### src/common/tgcr_pkg.sv
// package of constants and types for the timing generator control register bank
//
// Functional notes
// - force-shutter-clear bit at 1 holds shutter control logic in reset until cleared
// - timing-core run bit, active low: 0 holds core in reset, default 0
// - oscillator run bit, active low: 0 powers oscillator down, default 0
// - pending field-synchronous writes apply at the programmed line within the field
// - hold-field-updates bit at 1 blocks transfer of pending field-synchronous values
// - each transfer-pulse-pick bit marks its vertical drive output as gate pulse
// - mask override field sets per-output gate pulse masking when override enabled
// - override enable 0 uses field-register masking, 1 uses override field
// - wide line counter enable, default 1, selects 14-bit horizontal pixel counter
// - sync role select: 0 follower accepts syncs, 1 leader generates them
// - sync polarity: 0 active low, 1 active high, both syncs
// - line sync rise field sets horizontal sync rise pixel; minimum 36; a lower value is only flagged, not clamped
// - frame sync rise field in bits 25 to 13 sets vertical sync rise
package tgcr_pkg;

   ////////////////////////////////////////////////////////////////////////////
   // register indices; byte address is four times the index
   localparam logic [5:0] IDX_TEST_C      = 6'h10;
   localparam logic [5:0] IDX_SHUTTER     = 6'h13;
   localparam logic [5:0] IDX_CORE_RUN    = 6'h14;
   localparam logic [5:0] IDX_OSC_RUN     = 6'h15;
   localparam logic [5:0] IDX_TEST_A      = 6'h16;
   localparam logic [5:0] IDX_FIELD_UPD   = 6'h17;
   localparam logic [5:0] IDX_TEST_B      = 6'h18;
   localparam logic [5:0] IDX_TEST_D      = 6'h1a;
   localparam logic [5:0] IDX_TEST_E      = 6'h1b;
   localparam logic [5:0] IDX_PULSE_PICK  = 6'h1c;
   localparam logic [5:0] IDX_MASK_OVR    = 6'h1d;
   localparam logic [5:0] IDX_SPARE       = 6'h1e;
   localparam logic [5:0] IDX_WIDE_CNT    = 6'h1f;
   localparam logic [5:0] IDX_SYNC_ROLE   = 6'h20;
   localparam logic [5:0] IDX_SYNC_POL    = 6'h21;
   localparam logic [5:0] IDX_SYNC_EDGES  = 6'h22;
   localparam logic [5:0] IDX_STATUS      = 6'h3f;

   ////////////////////////////////////////////////////////////////////////////
   // field positions
   localparam int POS_SHUTTER_CLEAR  = 25;
   localparam int POS_HOLD_UPDATES   = 13;
   localparam int POS_MASK_OVR_EN    = 27;
   localparam int POS_FRAME_RISE_LO  = 13;
   localparam int POS_STATUS_PENDING = 16;
   localparam int LINE_W             = 13;
   localparam int TEST_W             = 28;
   localparam int PULSE_W            = 24;

   ////////////////////////////////////////////////////////////////////////////
   // reset values
   localparam logic [TEST_W-1:0] RST_TEST_A = 28'h0000001;
   localparam logic [TEST_W-1:0] RST_TEST_E = 28'h000000a;
   localparam logic              RST_WIDE   = 1'b1;
   localparam logic [12:0]       MIN_LINE_SYNC_RISE = 13'h0024;

   ////////////////////////////////////////////////////////////////////////////
   // types
   typedef struct packed {
      logic                force_shutter_clear;
      logic                timing_core_run_n;
      logic                oscillator_run_n;
      logic [TEST_W-1:0]   test_a;
      logic [TEST_W-1:0]   test_b;
      logic [TEST_W-1:0]   test_c;
      logic [TEST_W-1:0]   test_d;
      logic [TEST_W-1:0]   test_e;
      logic [LINE_W-1:0]   update_line;
      logic                hold_field_updates;
      logic [PULSE_W-1:0]  transfer_pulse_pick;
      logic [PULSE_W-1:0]  transfer_pulse_mask_override;
      logic                mask_override_enable;
      logic                wide_line_counter_enable;
      logic                sync_leader;
   } tgcr_imm_type;

   typedef struct packed {
      logic                sync_polarity;
      logic [LINE_W-1:0]   frame_sync_rise;
      logic [LINE_W-1:0]   line_sync_rise;
   } tgcr_sync_type;

   typedef struct packed {
      tgcr_imm_type        imm;
      tgcr_sync_type       shadow;
      tgcr_sync_type       active;
      logic                pending;
      logic [LINE_W-1:0]   line_count;
      logic [31:0]         prdata;
   } tgcr_state_type;

   localparam tgcr_state_type STATE_RESET = '{
      imm: '{test_a: RST_TEST_A, test_e: RST_TEST_E,
             wide_line_counter_enable: RST_WIDE, default: '0},
      default: '0};

endpackage : tgcr_pkg

### src/tgcr_regs.sv
// control register bank of the timing generator, apb slave
`timescale 1ns/10ps
`default_nettype none

module tgcr_regs
   import tgcr_pkg::*;
#(
   parameter int ADDR_W = 8
) (
   // clock and reset
   input  wire logic                i_sys_clk,
   input  wire logic                i_rst,
   // apb slave
   input  wire logic                i_psel,
   input  wire logic                i_penable,
   input  wire logic                i_pwrite,
   input  wire logic [ADDR_W-1:0]   i_paddr,
   input  wire logic [31:0]         i_pwdata,
   input  wire logic [3:0]          i_pstrb,
   output logic                     o_pready,
   output logic                     o_pslverr,
   output logic [31:0]              o_prdata,
   // timing core events, same clock domain, one-cycle pulses
   input  wire logic                i_field_start,
   input  wire logic                i_line_start,
   input  wire logic [PULSE_W-1:0]  i_field_gate_mask,
   // controls to the timing core
   output logic                     o_shutter_reset,
   output logic                     o_timing_core_reset,
   output logic                     o_oscillator_power_down,
   output logic [PULSE_W-1:0]       o_transfer_pulse_pick,
   output logic [PULSE_W-1:0]       o_gate_pulse_mask,
   output logic                     o_wide_line_counter_enable,
   output logic                     o_sync_leader,
   output logic                     o_sync_polarity,
   output logic [LINE_W-1:0]        o_line_sync_rise,
   output logic [LINE_W-1:0]        o_frame_sync_rise,
   output logic                     o_line_sync_rise_low
);

   ////////////////////////////////////////////////////////////////////////////
   // decode

   function automatic logic idx_mapped(input logic [5:0] idx);
      case (idx)
         IDX_TEST_C, IDX_SHUTTER, IDX_CORE_RUN, IDX_OSC_RUN, IDX_TEST_A,
         IDX_FIELD_UPD, IDX_TEST_B, IDX_TEST_D, IDX_TEST_E, IDX_PULSE_PICK,
         IDX_MASK_OVR, IDX_SPARE, IDX_WIDE_CNT, IDX_SYNC_ROLE, IDX_SYNC_POL,
         IDX_SYNC_EDGES, IDX_STATUS: begin
            idx_mapped = 1'b1;
         end
         default: begin
            idx_mapped = 1'b0;
         end
      endcase
   endfunction : idx_mapped

   function automatic logic [31:0] read_word(input logic [5:0] idx,
                                             input tgcr_state_type s);
      read_word = 32'h0;
      case (idx)
         IDX_TEST_C:     read_word[TEST_W-1:0] = s.imm.test_c;
         IDX_SHUTTER:    read_word[POS_SHUTTER_CLEAR] = s.imm.force_shutter_clear;
         IDX_CORE_RUN:   read_word[0] = s.imm.timing_core_run_n;
         IDX_OSC_RUN:    read_word[0] = s.imm.oscillator_run_n;
         IDX_TEST_A:     read_word[TEST_W-1:0] = s.imm.test_a;
         IDX_FIELD_UPD: begin
            read_word[LINE_W-1:0] = s.imm.update_line;
            read_word[POS_HOLD_UPDATES] = s.imm.hold_field_updates;
         end
         IDX_TEST_B:     read_word[TEST_W-1:0] = s.imm.test_b;
         IDX_TEST_D:     read_word[TEST_W-1:0] = s.imm.test_d;
         IDX_TEST_E:     read_word[TEST_W-1:0] = s.imm.test_e;
         IDX_PULSE_PICK: read_word[PULSE_W-1:0] = s.imm.transfer_pulse_pick;
         IDX_MASK_OVR: begin
            read_word[PULSE_W-1:0] = s.imm.transfer_pulse_mask_override;
            read_word[POS_MASK_OVR_EN] = s.imm.mask_override_enable;
         end
         IDX_WIDE_CNT:   read_word[0] = s.imm.wide_line_counter_enable;
         IDX_SYNC_ROLE:  read_word[0] = s.imm.sync_leader;
         // field-synchronous words read back the latest written value
         IDX_SYNC_POL:   read_word[0] = s.shadow.sync_polarity;
         IDX_SYNC_EDGES: begin
            read_word[LINE_W-1:0] = s.shadow.line_sync_rise;
            read_word[POS_FRAME_RISE_LO +: LINE_W] = s.shadow.frame_sync_rise;
         end
         IDX_STATUS: begin
            read_word[LINE_W-1:0] = s.line_count;
            read_word[POS_STATUS_PENDING] = s.pending;
         end
         default: read_word = 32'h0;
      endcase
   endfunction : read_word

   ////////////////////////////////////////////////////////////////////////////
   // state

   tgcr_state_type state_reg;
   tgcr_state_type state_next;

   logic [5:0]        bus_idx;
   logic [ADDR_W+7:0] addr_ext;
   logic              bus_aligned;
   logic              bus_ok;
   logic              wr_fire;
   logic [31:0]       wdata;
   logic [LINE_W-1:0] cur_line;
   logic              apply_now;

   assign bus_idx     = i_paddr[7:2];
   // zero padding keeps the upper-bit check legal at the minimum address width
   assign addr_ext    = {8'h00, i_paddr};
   assign bus_aligned = (i_paddr[1:0] == 2'h0) && (addr_ext[ADDR_W+7:8] == '0);
   assign bus_ok      = bus_aligned && idx_mapped(bus_idx);
   assign wr_fire     = i_psel && i_penable && i_pwrite && bus_ok;

   // byte strobes merge new data over the current word
   always_comb begin
      wdata = read_word(bus_idx, state_reg);
      for (int b = 0; b < 4; b++) begin
         if (i_pstrb[b]) begin
            wdata[b*8 +: 8] = i_pwdata[b*8 +: 8];
         end
      end
   end

   // a line start coinciding with a field start counts as line zero
   assign cur_line  = i_field_start ? '0 : state_reg.line_count;
   assign apply_now = i_line_start && (cur_line == state_reg.imm.update_line)
                      && state_reg.pending && !state_reg.imm.hold_field_updates;

   always_comb begin
      state_next = state_reg;

      // line position within the field
      if (i_line_start) begin
         state_next.line_count = (cur_line == {LINE_W{1'b1}}) ? cur_line
                                 : cur_line + 13'h0001;
      end else begin
         state_next.line_count = cur_line;
      end

      // field-synchronous transfer; a write in the same cycle re-arms pending
      if (apply_now) begin
         state_next.active  = state_reg.shadow;
         state_next.pending = 1'b0;
      end

      // read data captured in the setup phase, held through access
      if (i_psel && !i_penable && !i_pwrite) begin
         state_next.prdata = bus_ok ? read_word(bus_idx, state_reg) : 32'h0;
      end

      if (wr_fire) begin
         case (bus_idx)
            IDX_TEST_C:    state_next.imm.test_c = wdata[TEST_W-1:0];
            IDX_SHUTTER:   state_next.imm.force_shutter_clear = wdata[POS_SHUTTER_CLEAR];
            IDX_CORE_RUN:  state_next.imm.timing_core_run_n = wdata[0];
            IDX_OSC_RUN:   state_next.imm.oscillator_run_n = wdata[0];
            IDX_TEST_A:    state_next.imm.test_a = wdata[TEST_W-1:0];
            IDX_FIELD_UPD: begin
               state_next.imm.update_line = wdata[LINE_W-1:0];
               state_next.imm.hold_field_updates = wdata[POS_HOLD_UPDATES];
            end
            IDX_TEST_B:    state_next.imm.test_b = wdata[TEST_W-1:0];
            IDX_TEST_D:    state_next.imm.test_d = wdata[TEST_W-1:0];
            IDX_TEST_E:    state_next.imm.test_e = wdata[TEST_W-1:0];
            IDX_PULSE_PICK: state_next.imm.transfer_pulse_pick = wdata[PULSE_W-1:0];
            IDX_MASK_OVR: begin
               state_next.imm.transfer_pulse_mask_override = wdata[PULSE_W-1:0];
               state_next.imm.mask_override_enable = wdata[POS_MASK_OVR_EN];
            end
            IDX_WIDE_CNT:  state_next.imm.wide_line_counter_enable = wdata[0];
            IDX_SYNC_ROLE: state_next.imm.sync_leader = wdata[0];
            IDX_SYNC_POL: begin
               state_next.shadow.sync_polarity = wdata[0];
               state_next.pending = 1'b1;
            end
            IDX_SYNC_EDGES: begin
               state_next.shadow.line_sync_rise = wdata[LINE_W-1:0];
               state_next.shadow.frame_sync_rise =
                  wdata[POS_FRAME_RISE_LO +: LINE_W];
               state_next.pending = 1'b1;
            end
            // spare word and status ignore writes
            default: begin
            end
         endcase
      end
   end

   always_ff @(posedge i_sys_clk or posedge i_rst) begin
      if (i_rst) begin
         state_reg <= STATE_RESET;
      end else begin
         state_reg <= state_next;
      end
   end

   ////////////////////////////////////////////////////////////////////////////
   // outputs

   // zero wait states: read data captured in the setup phase is ready in the access phase
   assign o_pready  = 1'b1;
   assign o_pslverr = i_psel && i_penable && !bus_ok;
   assign o_prdata  = state_reg.prdata;

   assign o_shutter_reset            = state_reg.imm.force_shutter_clear;
   assign o_timing_core_reset        = !state_reg.imm.timing_core_run_n;
   assign o_oscillator_power_down    = !state_reg.imm.oscillator_run_n;
   assign o_transfer_pulse_pick      = state_reg.imm.transfer_pulse_pick;
   assign o_wide_line_counter_enable = state_reg.imm.wide_line_counter_enable;
   assign o_sync_leader              = state_reg.imm.sync_leader;
   assign o_sync_polarity            = state_reg.active.sync_polarity;
   assign o_line_sync_rise           = state_reg.active.line_sync_rise;
   assign o_frame_sync_rise          = state_reg.active.frame_sync_rise;
   // flag only; a value under the minimum is passed on, not clamped
   assign o_line_sync_rise_low = state_reg.active.line_sync_rise < MIN_LINE_SYNC_RISE;

   // one enable selects override field or field registers for all outputs
   generate
      for (genvar g = 0; g < PULSE_W; g++) begin : g_mask
         assign o_gate_pulse_mask[g] = state_reg.imm.mask_override_enable
            ? state_reg.imm.transfer_pulse_mask_override[g]
            : i_field_gate_mask[g];
      end
   endgenerate

endmodule : tgcr_regs

`default_nettype wire

### config.mk
export PLATFORM = sky130hd
export DESIGN_NAME = tgcr_regs
export DESIGN_NICKNAME = d
export VERILOG_FILES = /design/src/common/tgcr_pkg.sv /design/src/tgcr_regs.sv
export SDC_FILE = /design/constraint.sdc
export NUM_CORES = 1
export LEC_CHECK = 0
export CAP_MARGIN = 20
export CORE_AREA = 5 5 228 230
export CTS_CLUSTER_SIZE = 20
export DETAILED_ROUTE_END_ITERATION = 8
export DIE_AREA = 0 0 233 235
export DONT_BUFFER_PORTS = 1
export PLACE_DENSITY = 0.53
export SETUP_SLACK_MARGIN = 0.1
export SYNTH_ARGS = -nofsm -noshare
export SYNTH_HDL_FRONTEND = slang
export SYNTH_SLANG_ARGS = --single-unit
export TNS_END_PERCENT = 100
### constraint.sdc
create_clock -name i_sys_clk -period 21.1 [get_ports i_sys_clk]
set_clock_uncertainty 0.15 [all_clocks]
set_input_delay 4.22 -clock i_sys_clk [delete_from_list [all_inputs] [get_ports i_sys_clk]]
set_output_delay 4.22 -clock i_sys_clk [all_outputs]
set_load 0.005 [all_outputs]
* Yosys cells after proc, flatten, opt, wreduce, memory -nomap -nowiden
Memory sizes are Yosys's and may differ from the RTL's. Cells that the tools add are included.
Storage, ports and cells: logic and storage cells 127, bits in registers 308, output and inout port bits 115, memory bits (read-only) 64, memories 1, bits of input ports 75
Memory list:
- (name not given) | depth 64, bits a word 1, rd ports 1, clocked after Yosys merged registers in 0, write ports 0, line tgcr_regs.sv:45 | case (idx)
Operators by class: add/sub/neg operators 1, multiplexer cells 49, order comparisons 1, reductions and logical operators 33, equal/unequal tests 18
Operator list (number):
- $pmux 12 s10 | 1
- $eq 6x5->1 const B | 12
- $pmux 7 s8 | 1
- $pmux 7 s7 | 1
- $mux 13 | 3
- $reduce_and 2->1 | 15
- $mux 28 | 1
- $mux 1 | 27
- $eq 6x6->1 const B | 4
- $mux 8 | 3
- $pmux 1 s9 | 2
- $pmux 2 s8 | 1
- $pmux 1 s15 | 1
- $pmux 1 s7 | 2
- $add 13x1->13 const B | 1
- $eq 13x13->1 | 1
- $eq 13x13->1 const B | 1
- $lt 13x6->1 const B | 1
- $pmux 1 s13 | 1
- $pmux 1 s6 | 2
- $logic_and 1x1->1 | 10
- $pmux 1 s8 | 1
- $logic_not 1->1 | 6
- $pmux 1 s5 | 1
- 3 further kinds | 3

* Longest topological paths before layout
Gate-level depths: netlist of the first run.
word-level depth 8, gate-level depth with buffers 11

* Worst setup path before layout of the first run
OpenSTA, ideal clock, no wires.
path type input -> output, from input i_paddr[5], to output o_pslverr, arrival time 5.265 ns, cell stages on the path 5, path slack 11.465 ns, cell sequence buf_2 -> or4_1 -> nand3_1 -> nand3_1 -> and3_1
On the way: word-level cells in the longest chain between the ends 4
RTL lines:
- from (decl) | line tgcr_regs.sv:17 | input wire logic [ADDR_W-1:0] i_paddr,
- $mem_v2 64x1
- $logic_and 1x1->1 | line tgcr_regs.sv:114 | assign bus_ok = bus_aligned && idx_mapped(bus_idx);
- $logic_not 1->1 | line tgcr_regs.sv:205 | assign o_pslverr = i_psel && i_penable && !bus_ok;
- $logic_and 1x1->1 | line tgcr_regs.sv:205
- to (decl) | line tgcr_regs.sv:21 | output logic o_pslverr,
No other way between the ends.

* Worst setup path after layout of the first run
from input i_paddr[3], to output o_pslverr
The elaborated chain is that of the path after synthesis.

==> flow_summary.json, run 1 <==
{
  "status": "finished clean",
  "fin_crit_sh_pct": 48.36,
  "whs_endpoint": "state_reg[187]$_DFFE_PP0P_",
  "cts_root_buf": "clkbuf_16",
  "p_leak_nw": 6.874,
  "syn_area_per_cell_sq_um": 10.12,
  "synthCells": 1451,
  "worstRegToRegCells": 8,
  "wl_per_cell_microns": 23.67,
  "core_area_sq_mm": 0.04966,
  "place_ws_ns": 10.91,
  "crit_arrival_ns": 5.83,
  "hold_start": "state_reg[187]$_DFFE_PP0P_",
  "cp-start-kind": "primary input",
  "netlist.area_leader.share_pct": 51.11,
  "r2r_slack_ns": 18.23,
  "total_power_mw": 1.200,
  "slowest_stage": "ha_1",
  "final_common_cell": "dfrtp_1",
  "finalNetCount": 1410,
  "holdWs_ns": 0.3311,
  "dp.final_hpwl_mm": 33.59,
  "ctsHoldBuffers": 0,
  "drive_gt1_share_pct": 14.80,
  "wl_met1_mm": 22.24,
  "yosysTopAreaCell": "dfrtp_1",
  "crit_path_end_kind": "output pin",
  "cts_buffers": 30,
  "groute.usage.overall_pct": 17.11,
  "maxCapViolCount": 0,
  "path_buf_inv": 1,
  "finalNonFillerCells": 2023,
  "slew_viol_final": 0,
  "grt_max_degree": 99,
  "pwr-share-clk_pct": 46.5,
  "dieArea_sq_mm": 0.05476,
  "worstSetupPathType": "in -> out",
  "p_int_uw": 925.2,
  "p_switching_uw": 274.8,
  "synth_ff_type": "dfrtp_1",
  "worst_pin_slew_ns": 1.010,
  "die_w_microns": 233,
  "critPathTopFamily": "simple AND/OR/NAND/NOR gates",
  "ys_seq_area_share_pct": 51.83,
  "max-slew-margin-rel_pct": 30.73,
  "die_h_microns": 235,
  "regToRegEndpoint": "state_reg[39]$_DFF_PP0_",
  "final.min_clock_period_ns": 10.20,
  "rows": 82,
  "drt_iter0_drc": 838,
  "cp.required_ns": 16.73,
  "mostFrequentLayoutCells": "300 x dfrtp_1, 260 x nand2_1, 210 x o21ai_0",
  "antenna_found_initial": 1,
  "syn_area_sq_mm": 0.01469,
  "synth_async_sr_flop_share_pct": 100.0,
  "seqPwrFrac_pct": 49.1,
  "finalSetupViolations": 0,
  "grt_overflow_total": 0,
  "cts_resized": 0,
  "clk_latency_ns": 0.57,
  "ys_ff_latch": 304,
  "synth_edf_count": 0,
  "cts_tree": "yes",
  "max_stage_delay_ns": 0.59,
  "start_util_pct": 29.58,
  "hold_depth": 2,
  "area_delta_synth_final_pct": 6.747,
  "grt_pass1_wl_mm": 71.65,
  "drtPass1Iterations": 5,
  "critical_path.cell_chain": "inv_1 -> ha_1 -> mux2i_1 -> or3_1 -> nand3_1 -> and3_1",
  "vias": 10590,
  "setup_ws_ns": 10.90,
  "routed-wl-met2_mm": 21.71,
  "rsz0062_at_grt": "no",
  "synth_area_leaders": "dfrtp_1 51%, o21ai_0 7.2%, nand2_1 6.6%, mux2_2 6.5%, buf_4 4.5%",
  "ys_warn_count": 0,
  "hold_viol": 0,
  "gp_congestion": 0.8283,
  "final.setup.tns_ns": 0,
  "wirelength_mm": 47.88,
  "drc": 0,
  "ir_drop_uv": 55.19,
  "routed.top_layer": "met4",
  "route.met3.wl_mm": 3.373,
  "cts_setup_buffers": 0,
  "grt_pass1_vias": 10180,
  "largest_reg_flops": 222,
  "diodes": 0,
  "hold_class": "reg -> reg",
  "fillCellCount": 5069,
  "fmax_mhz": 98.01,
  "pin_count": 190,
  "vias_per_cell": 5.235,
  "path_clk_slew_ns": 0.06,
  "port_buffers": 0,
  "comb_power_share_pct": 4.3,
  "clock_path_buffers": 3,
  "timing.rr.start": "state_reg[33]$_DFF_PP0_",
  "cts_sinks": 304,
  "crit_path_max_fanout": 14,
  "p_sw_share_pct": 22.90,
  "ant_nets": 0,
  "htreeDepth": 1,
  "synth_cell_types": 78,
  "dp.cells": 1968,
  "cellPowerDensity_mw_per_mm2": 76.53
}
## worst reg2reg max path, delay by kind of cell (launching register included)
| kind | cells | cell delay (ns) |
|---|---|---|
| fa+ha+maj | 1 | 0.25 |
| compound gates | 1 | 0.54 |
| flops | 1 | 0.45 |
| simple gates | 5 | 1.22 |
| xor+xnor | 1 | 0.17 |
## logic make-up after synthesis
group / after synthesis / synth area share [%]
adders and majority gates: 6 / 0.5111
xor gates and xnor gates: 13 / 0.7752
DFF: 304 / 51.83
buffers and inverters: 201 / 7.948
AOI/OAI and AO/OA: 401 / 17.70
and+or+nand+nor: 423 / 13.52
other: 2 / 0.05113
muxes: 101 / 7.667
## layer usage
layer | vias up | GRT usage (%)
met3 | 27 | 4.081
met4 | 0 | 2.721
li1 | 4835 | -
met5 | - | 0
met1 | 5428 | 25.02
met2 | 300 | 26.34
## area by class of cell
class                      instances  area (sq um)  share of cell area, %
clock buffer                      43         880.8                  5.618
clock inverter                    11         138.9                 0.8858
inverter                          20         82.58                 0.5267
multi-input combinational        949          5923                  37.78
sequential                       304          7612                  48.55
tap                              672         840.8                  5.363
timing repair buffer              24         200.2                  1.277
## Yosys cell counts (all sizes together), types with 6 or more instances
| library cell | count |
|---|---|
| xnor2 | 9 |
| dfrtp | 300 |
| a22o | 11 |
| a22oi | 60 |
| a31oi | 7 |
| a222oi | 14 |
| and4 | 6 |
| nand4 | 14 |
| o22ai | 8 |
| a21oi | 20 |
| nand3 | 18 |
| a221o | 7 |
| inv | 19 |
| and2 | 9 |
| nand2b | 10 |
| mux2i | 15 |
| nor2b | 6 |
| clkbuf | 55 |
| a221oi | 13 |
| nor2 | 41 |
| a21o | 8 |
| nor3 | 8 |
| and3 | 20 |
| mux2 | 86 |
| nand2 | 262 |
| o21ai | 222 |
| buf | 126 |
| ha | 6 |
## power by group through the flow
stage / clock network [mW] / registers, mW / logic [mW]
6_report: 0.559 / 0.589 / 0.0520
5_1_grt: 0.590 / 0.589 / 0.0580
4_1_cts: 0.570 / 0.589 / 0.0523
3_5_place_dp: 0 / 0.600 / 0.0522
3_3_place_gp: 0 / 0.600 / 0.0513
2_1_floorplan: 0 / 0.599 / 0.0391
## per-stage QoR
| stage | utilization, % | cell area, sq um |
|---|---|---|
| global route | 31.57 | 15680 |
| finish | 31.57 | 15680 |
| global placement | 29.46 | 14630 |
| CTS | 31.52 | 15650 |
| floorplan | - | 14700 |
| detailed placement | 29.46 | 14630 |
## worst max-delay path by stage
stage                    start                          endpoint  slack (ns)  cells after the start
finish              i_paddr[3]                         o_pslverr       10.90                      6
floorplan                i_rst  o_frame_sync_rise[0]$_DFFE_PP0P_        8.33                      1
detailed placement  i_paddr[3]                         o_pslverr       10.91                      6
global placement    i_paddr[3]                         o_pslverr       10.89                      6
global route        i_paddr[3]                         o_pslverr       10.83                      6
CTS                 i_paddr[3]                         o_pslverr       10.90                      6
No activity file was read; power rests on OpenSTA's default activity.
==> run 2: changes to the inputs <==
PLACE_DENSITY = 0.55   (was 0.53)
clock period = 8.7 ns   (was 21.1 ns; I/O delays follow)
==> flow_summary.json, run 2 (synthesis gave the netlist of run 1 again) <==
{
  "rsz0062_at_grt": "no",
  "cts_resized": 0,
  "die_h_microns": 235,
  "final.min_clock_period_ns": 5.222,
  "gp_congestion": 0.8373,
  "critPathTopFamily": "simple AND/OR/NAND/NOR gates",
  "status": "finished clean",
  "cp.required_ns": 6.81,
  "finalNetCount": 1414,
  "clock_path_buffers": 3,
  "port_buffers": 0,
  "drive_gt1_share_pct": 15.10,
  "hold_depth": 2,
  "largest_reg_flops": 222,
  "vias": 10630,
  "vias_per_cell": 5.236,
  "drc": 0,
  "p_leak_nw": 6.947,
  "max-slew-margin-rel_pct": 32.32,
  "ctsHoldBuffers": 0,
  "critical_path.cell_chain": "inv_1 -> ha_1 -> mux2i_1 -> or3_1 -> nand3_1 -> and3_1",
  "drtPass1Iterations": 5,
  "slowest_stage": "ha_1",
  "rows": 82,
  "worstSetupPathType": "in -> out",
  "dp.final_hpwl_mm": 33.72,
  "wl_per_cell_microns": 23.58,
  "ir_drop_uv": 95.88,
  "finalSetupViolations": 0,
  "ant_nets": 0,
  "grt_max_degree": 171,
  "area_delta_synth_final_pct": 7.701,
  "slew_viol_final": 0,
  "cp_num_cells": 6,
  "die_w_microns": 233,
  "clk_latency_ns": 0.52,
  "design_area_sq_mm": 0.01582,
  "path_clk_slew_ns": 0.06,
  "fillCellCount": 5107,
  "max_stage_delay_ns": 0.57,
  "final_common_cell": "dfrtp_1",
  "worstRegToRegCells": 7,
  "drt_iter0_drc": 963,
  "grt_pass1_vias": 10280,
  "core_area_sq_mm": 0.04966,
  "cts_sinks": 304,
  "start_util_pct": 29.58,
  "mostFrequentLayoutCells": "300 x dfrtp_1, 260 x nand2_1, 210 x o21ai_0",
  "route.met3.wl_mm": 3.787,
  "maxCapViolCount": 0,
  "crit_path_max_fanout": 14,
  "fin_crit_sh_pct": 60.02,
  "hold_class": "reg -> reg",
  "antenna_found_initial": 2,
  "grt_pass1_wl_mm": 71.24,
  "routed.top_layer": "met5",
  "groute.usage.overall_pct": 17.13,
  "crit_path_end_kind": "output pin",
  "utilization_pct": 31.86,
  "htreeDepth": 2,
  "final.setup.tns_ns": 0,
  "path_buf_inv": 1,
  "wl_met1_mm": 22.10,
  "cp-start-kind": "primary input",
  "routed-wl-met2_mm": 21.31,
  "pin_count": 190,
  "cts_setup_buffers": 0,
  "wirelength_mm": 47.89,
  "cts_buffers": 34,
  "dieArea_sq_mm": 0.05476,
  "hold_viol": 0,
  "dpl_cell_area_sq_mm": 0.01463,
  "fmax_mhz": 191.5,
  "cellPowerDensity_mw_per_mm2": 193.2,
  "worst_pin_slew_ns": 1.015,
  "grt_overflow_total": 0,
  "cts_tree": "yes",
  "crit_arrival_ns": 3.33,
  "cts_root_buf": "clkbuf_16"
}
[run 2: per-layer routing]
| metal | vias up | track usage (%) |
|---|---|---|
| met5 | - | 0 |
| met4 | 2 | 3.491 |
| met3 | 44 | 4.467 |
| met2 | 358 | 26.05 |
| met1 | 5375 | 24.78 |
| li1 | 4855 | - |
[run 2: cell type report]
class / instances / area [sq um] / area share [%]
sequential: 304 / 7612 / 48.12
multi-input combinational: 949 / 5922 / 37.44
clock buffer: 49 / 998.5 / 6.312
tap: 672 / 840.8 / 5.315
timing repair buffer: 24 / 200.2 / 1.266
clock inverter: 12 / 163.9 / 1.036
inverter: 20 / 78.83 / 0.4983
antenna: 1 / 2.502 / 0.01582
[run 2: final timing paths]
path	startpoint	to	slack, ns
min in group asynchronous	i_rst	state_reg[279]$_DFFE_PP0P_	1.20
worst min-delay path	state_reg[269]$_DFFE_PP0P_	state_reg[269]$_DFFE_PP0P_	0.33
worst max-delay path	i_paddr[3]	o_pslverr	3.48
max in group asynchronous	i_rst	state_reg[161]$_DFFE_PP0P_	5.66
worst max register to register	state_reg[40]$_DFF_PP0_	o_line_sync_rise[1]$_DFFE_PP0P_	5.61
worst min register to register	state_reg[269]$_DFFE_PP0P_	state_reg[269]$_DFFE_PP0P_	0.33
[run 2: report_power, final]
part	internal (mW)	leakage [nW]	switching, mW	total [mW]
Clock	0.918	0.578	0.583	1.50
Combinational	0.0329	2.16	0.0925	0.125
Sequential	1.42	4.21	0.00836	1.43
[run 2: stage by stage]
| step | total power [mW] | cells | worst slack [ns] | hold slack, ns |
|---|---|---|---|---|
| floorplan | 1.548 | 1454 | 2.770 | 0.2900 |
| global placement | 1.580 | 1967 | 3.382 | 0.3037 |
| detailed placement | 1.582 | 1967 | 3.393 | 0.3135 |
| CTS | 3.083 | 2028 | 3.467 | 0.3264 |
| global route | 3.154 | 2031 | 3.395 | 0.3438 |
| finish | 3.056 | 2031 | 3.478 | 0.3266 |
[run 2: tightest hold or removal path: cells and delay by family (launching register included)]
kind	cells	cell delay (ns)
simple gates	1	0.04
compound gates	1	0.06
flops	1	0.34
==> run 3: changes to the inputs <==
ABC_AREA = 1   (was default)
CORE_AREA = 5 5 236 238   (was 5 5 228 230)
DIE_AREA = 0 0 241 243   (was 0 0 233 235)
clock period = 4.8 ns   (was 8.7 ns; I/O delays follow)
==> flow_summary.json, run 3 <==
{
  "status": "finished clean",
  "mostFrequentLayoutCells": "963 x nand2_1, 300 x dfrtp_1, 189 x nand3_1",
  "vias_per_cell": 4.969,
  "core_area_sq_mm": 0.05339,
  "total_power_mw": 5.690,
  "synth_async_sr_flop_share_pct": 100.0,
  "syn_area_sq_mm": 0.01587,
  "antenna_found_initial": 9,
  "worst_pin_slew_ns": 0.9630,
  "startpoint": "i_paddr[5]",
  "grt_pass1_vias": 13010,
  "whs_endpoint": "state_reg[166]$_DFFE_PP1P_",
  "ys_warn_count": 0,
  "hold_viol": 0,
  "ys_ff_latch": 304,
  "final.setup.tns_ns": 0,
  "drt_iter0_drc": 1420,
  "fillCellCount": 5712,
  "cellPowerDensity_mw_per_mm2": 331.4,
  "worstSetupPathType": "in -> out",
  "place_ws_ns": 1.237,
  "cts_resized": 0,
  "port_buffers": 0,
  "synth_ff_type": "dfrtp_1",
  "utilization_pct": 32.16,
  "groute.usage.overall_pct": 18.57,
  "cts_root_buf": "clkbuf_16",
  "holdWs_ns": 0.3200,
  "ant_nets": 0,
  "cp-start-kind": "primary input",
  "multiInputGateArea_sq_mm": 0.006766,
  "design_area_sq_mm": 0.01717,
  "ys_seq_area_share_pct": 47.98,
  "clk_latency_ns": 0.56,
  "max-slew-margin-rel_pct": 35.67,
  "die_w_microns": 241,
  "final.min_clock_period_ns": 3.074,
  "synth_area_leaders": "dfrtp_1 47%, nand2_1 23%, nand3_1 6.0%, buf_4 4.5%, o21ai_0 3.1%",
  "finalNonFillerCells": 2706,
  "synth_cell_types": 50,
  "drc": 0,
  "fmax_mhz": 325.3,
  "regToRegEndpoint": "state_reg[43]$_DFF_PP0_",
  "cp.required_ns": 3.69,
  "grt_pass1_wl_mm": 83.25,
  "slew_viol_final": 0,
  "crit_arrival_ns": 1.96,
  "dpl_cell_area_sq_mm": 0.01592,
  "hold_class": "reg -> reg",
  "cts_tree": "yes",
  "hold_depth": 2,
  "clock_path_buffers": 3,
  "vias": 13450,
  "wirelength_mm": 55.70,
  "hold_start": "state_reg[166]$_DFFE_PP1P_",
  "r2r_slack_ns": 2.30,
  "grt_max_degree": 78,
  "synth_most_common_cell": "nand2_1",
  "start_util_pct": 29.72,
  "drive_gt1_share_pct": 9.236,
  "fin_crit_sh_pct": 64.04,
  "dieArea_sq_mm": 0.05856,
  "yosys-top-cells-count": "963 x nand2_1, 300 x dfrtp_1, 189 x nand3_1",
  "worstRegToRegCells": 9,
  "htreeDepth": 2,
  "rsz0062_at_grt": "no",
  "ir_drop_uv": 223.5,
  "setup_ws_ns": 1.726,
  "timing.rr.start": "state_reg[32]$_DFF_PP0_",
  "gp_congestion": 0.8695,
  "cts_buffers": 36,
  "finalSetupViolations": 0,
  "synth_edf_count": 0,
  "die_h_microns": 243,
  "ctsHoldBuffers": 0,
  "synthCells": 2078,
  "grt_overflow_total": 0,
  "largest_reg_flops": 222,
  "syn_area_per_cell_sq_um": 7.635,
  "drtPass1Iterations": 6,
  "dp.final_hpwl_mm": 38.43,
  "p_leak_nw": 8.945,
  "area_delta_synth_final_pct": 8.217,
  "cts_sinks": 304,
  "netlist.area_leader.share_pct": 47.31,
  "wl_per_cell_microns": 20.59,
  "final_common_cell": "nand2_1",
  "path_clk_slew_ns": 0.06,
  "cts_setup_buffers": 0,
  "maxCapViolCount": 0,
  "seq_area_sq_mm": 0.007612,
  "yosysTopAreaCell": "dfrtp_1",
  "crit_path_end_kind": "output pin",
  "rows": 85,
  "pin_count": 190,
  "crit_path_max_fanout": 10,
  "finalNetCount": 2057,
  "dp.cells": 2634
}
[run 3: cell types whose count changed in the layout (fill, tap and decap cells not counted), moves of 12 or more]
cell	before	now
mux2i_1	13	1
nand2_1	260	963
or2_2	3	16
mux2_2	85	0
nand2_2	1	14
o21ai_0	210	99
inv_1	18	74
a222oi_1	14	0
and3_1	19	2
nand3_1	18	189
a221oi_1	13	0
a21oi_1	18	5
nor2_1	40	83
a22oi_1	60	2
[run 3: worst max-delay path: stages]
cell	delay (ns)
nor2_2	0.38
nand2_2	0.07
o211ai_1	0.12
nand2_1	0.13
nand2_2	0.10
inv_4	0.06
nor2_1	0.13
[run 3: cell families after synthesis]
| logic type | Yosys count | share of synthesized area (%) |
|---|---|---|
| AND/OR/NAND/NOR | 1333 | 35.64 |
| flip-flops | 304 | 47.98 |
| buffers and inverters | 267 | 9.479 |
| AO/OA/AOI/OAI | 150 | 5.496 |
| XOR/XNOR | 15 | 0.8280 |
| adder cells (fa/ha/maj) | 6 | 0.4731 |
| other | 2 | 0.04733 |
| multiplexers | 1 | 0.06309 |
[run 3: worst max-delay path by stage]
stage,to,slack (ns),cells past startpoint
3_5_place_dp,state_reg[305]$_DFFE_PP0P_,1.24,14
3_3_place_gp,state_reg[305]$_DFFE_PP0P_,1.22,14
2_1_floorplan,o_frame_sync_rise[0]$_DFFE_PP0P_,-0.35,1
5_1_grt,o_sync_leader$_DFFE_PP0P_,1.57,15
4_1_cts,o_gate_pulse_mask[9],1.70,4
6_report,o_pslverr,1.73,7
[run 3: final cells by class]
cell class | count | area share (%)
tap | 696 | 5.072
timing repair buffer | 33 | 1.807
sequential | 304 | 44.33
clock buffer | 52 | 6.179
multi-input combinational | 1510 | 39.41
clock inverter | 13 | 1.027
antenna | 7 | 0.1020
inverter | 91 | 2.070
[run 3: routing by layer]
layer / track usage [%] / part of all wire, % / vias to the layer above
li1: - / - / 6300
met1: 24.73 / 42 / 6538
met2: 30.01 / 47 / 503
met3: 4.132 / 8.1 / 98
met4: 6.040 / 2.8 / 6
met5: 0 / 0.054 / -
[run 3: power by group]
part           internal (mW)  total [mW]  switching (mW)  leakage [nW]
clock network           1.71        2.86            1.15         0.609
registers               2.58        2.59          0.0112          4.17
logic                 0.0473       0.238           0.191          4.17
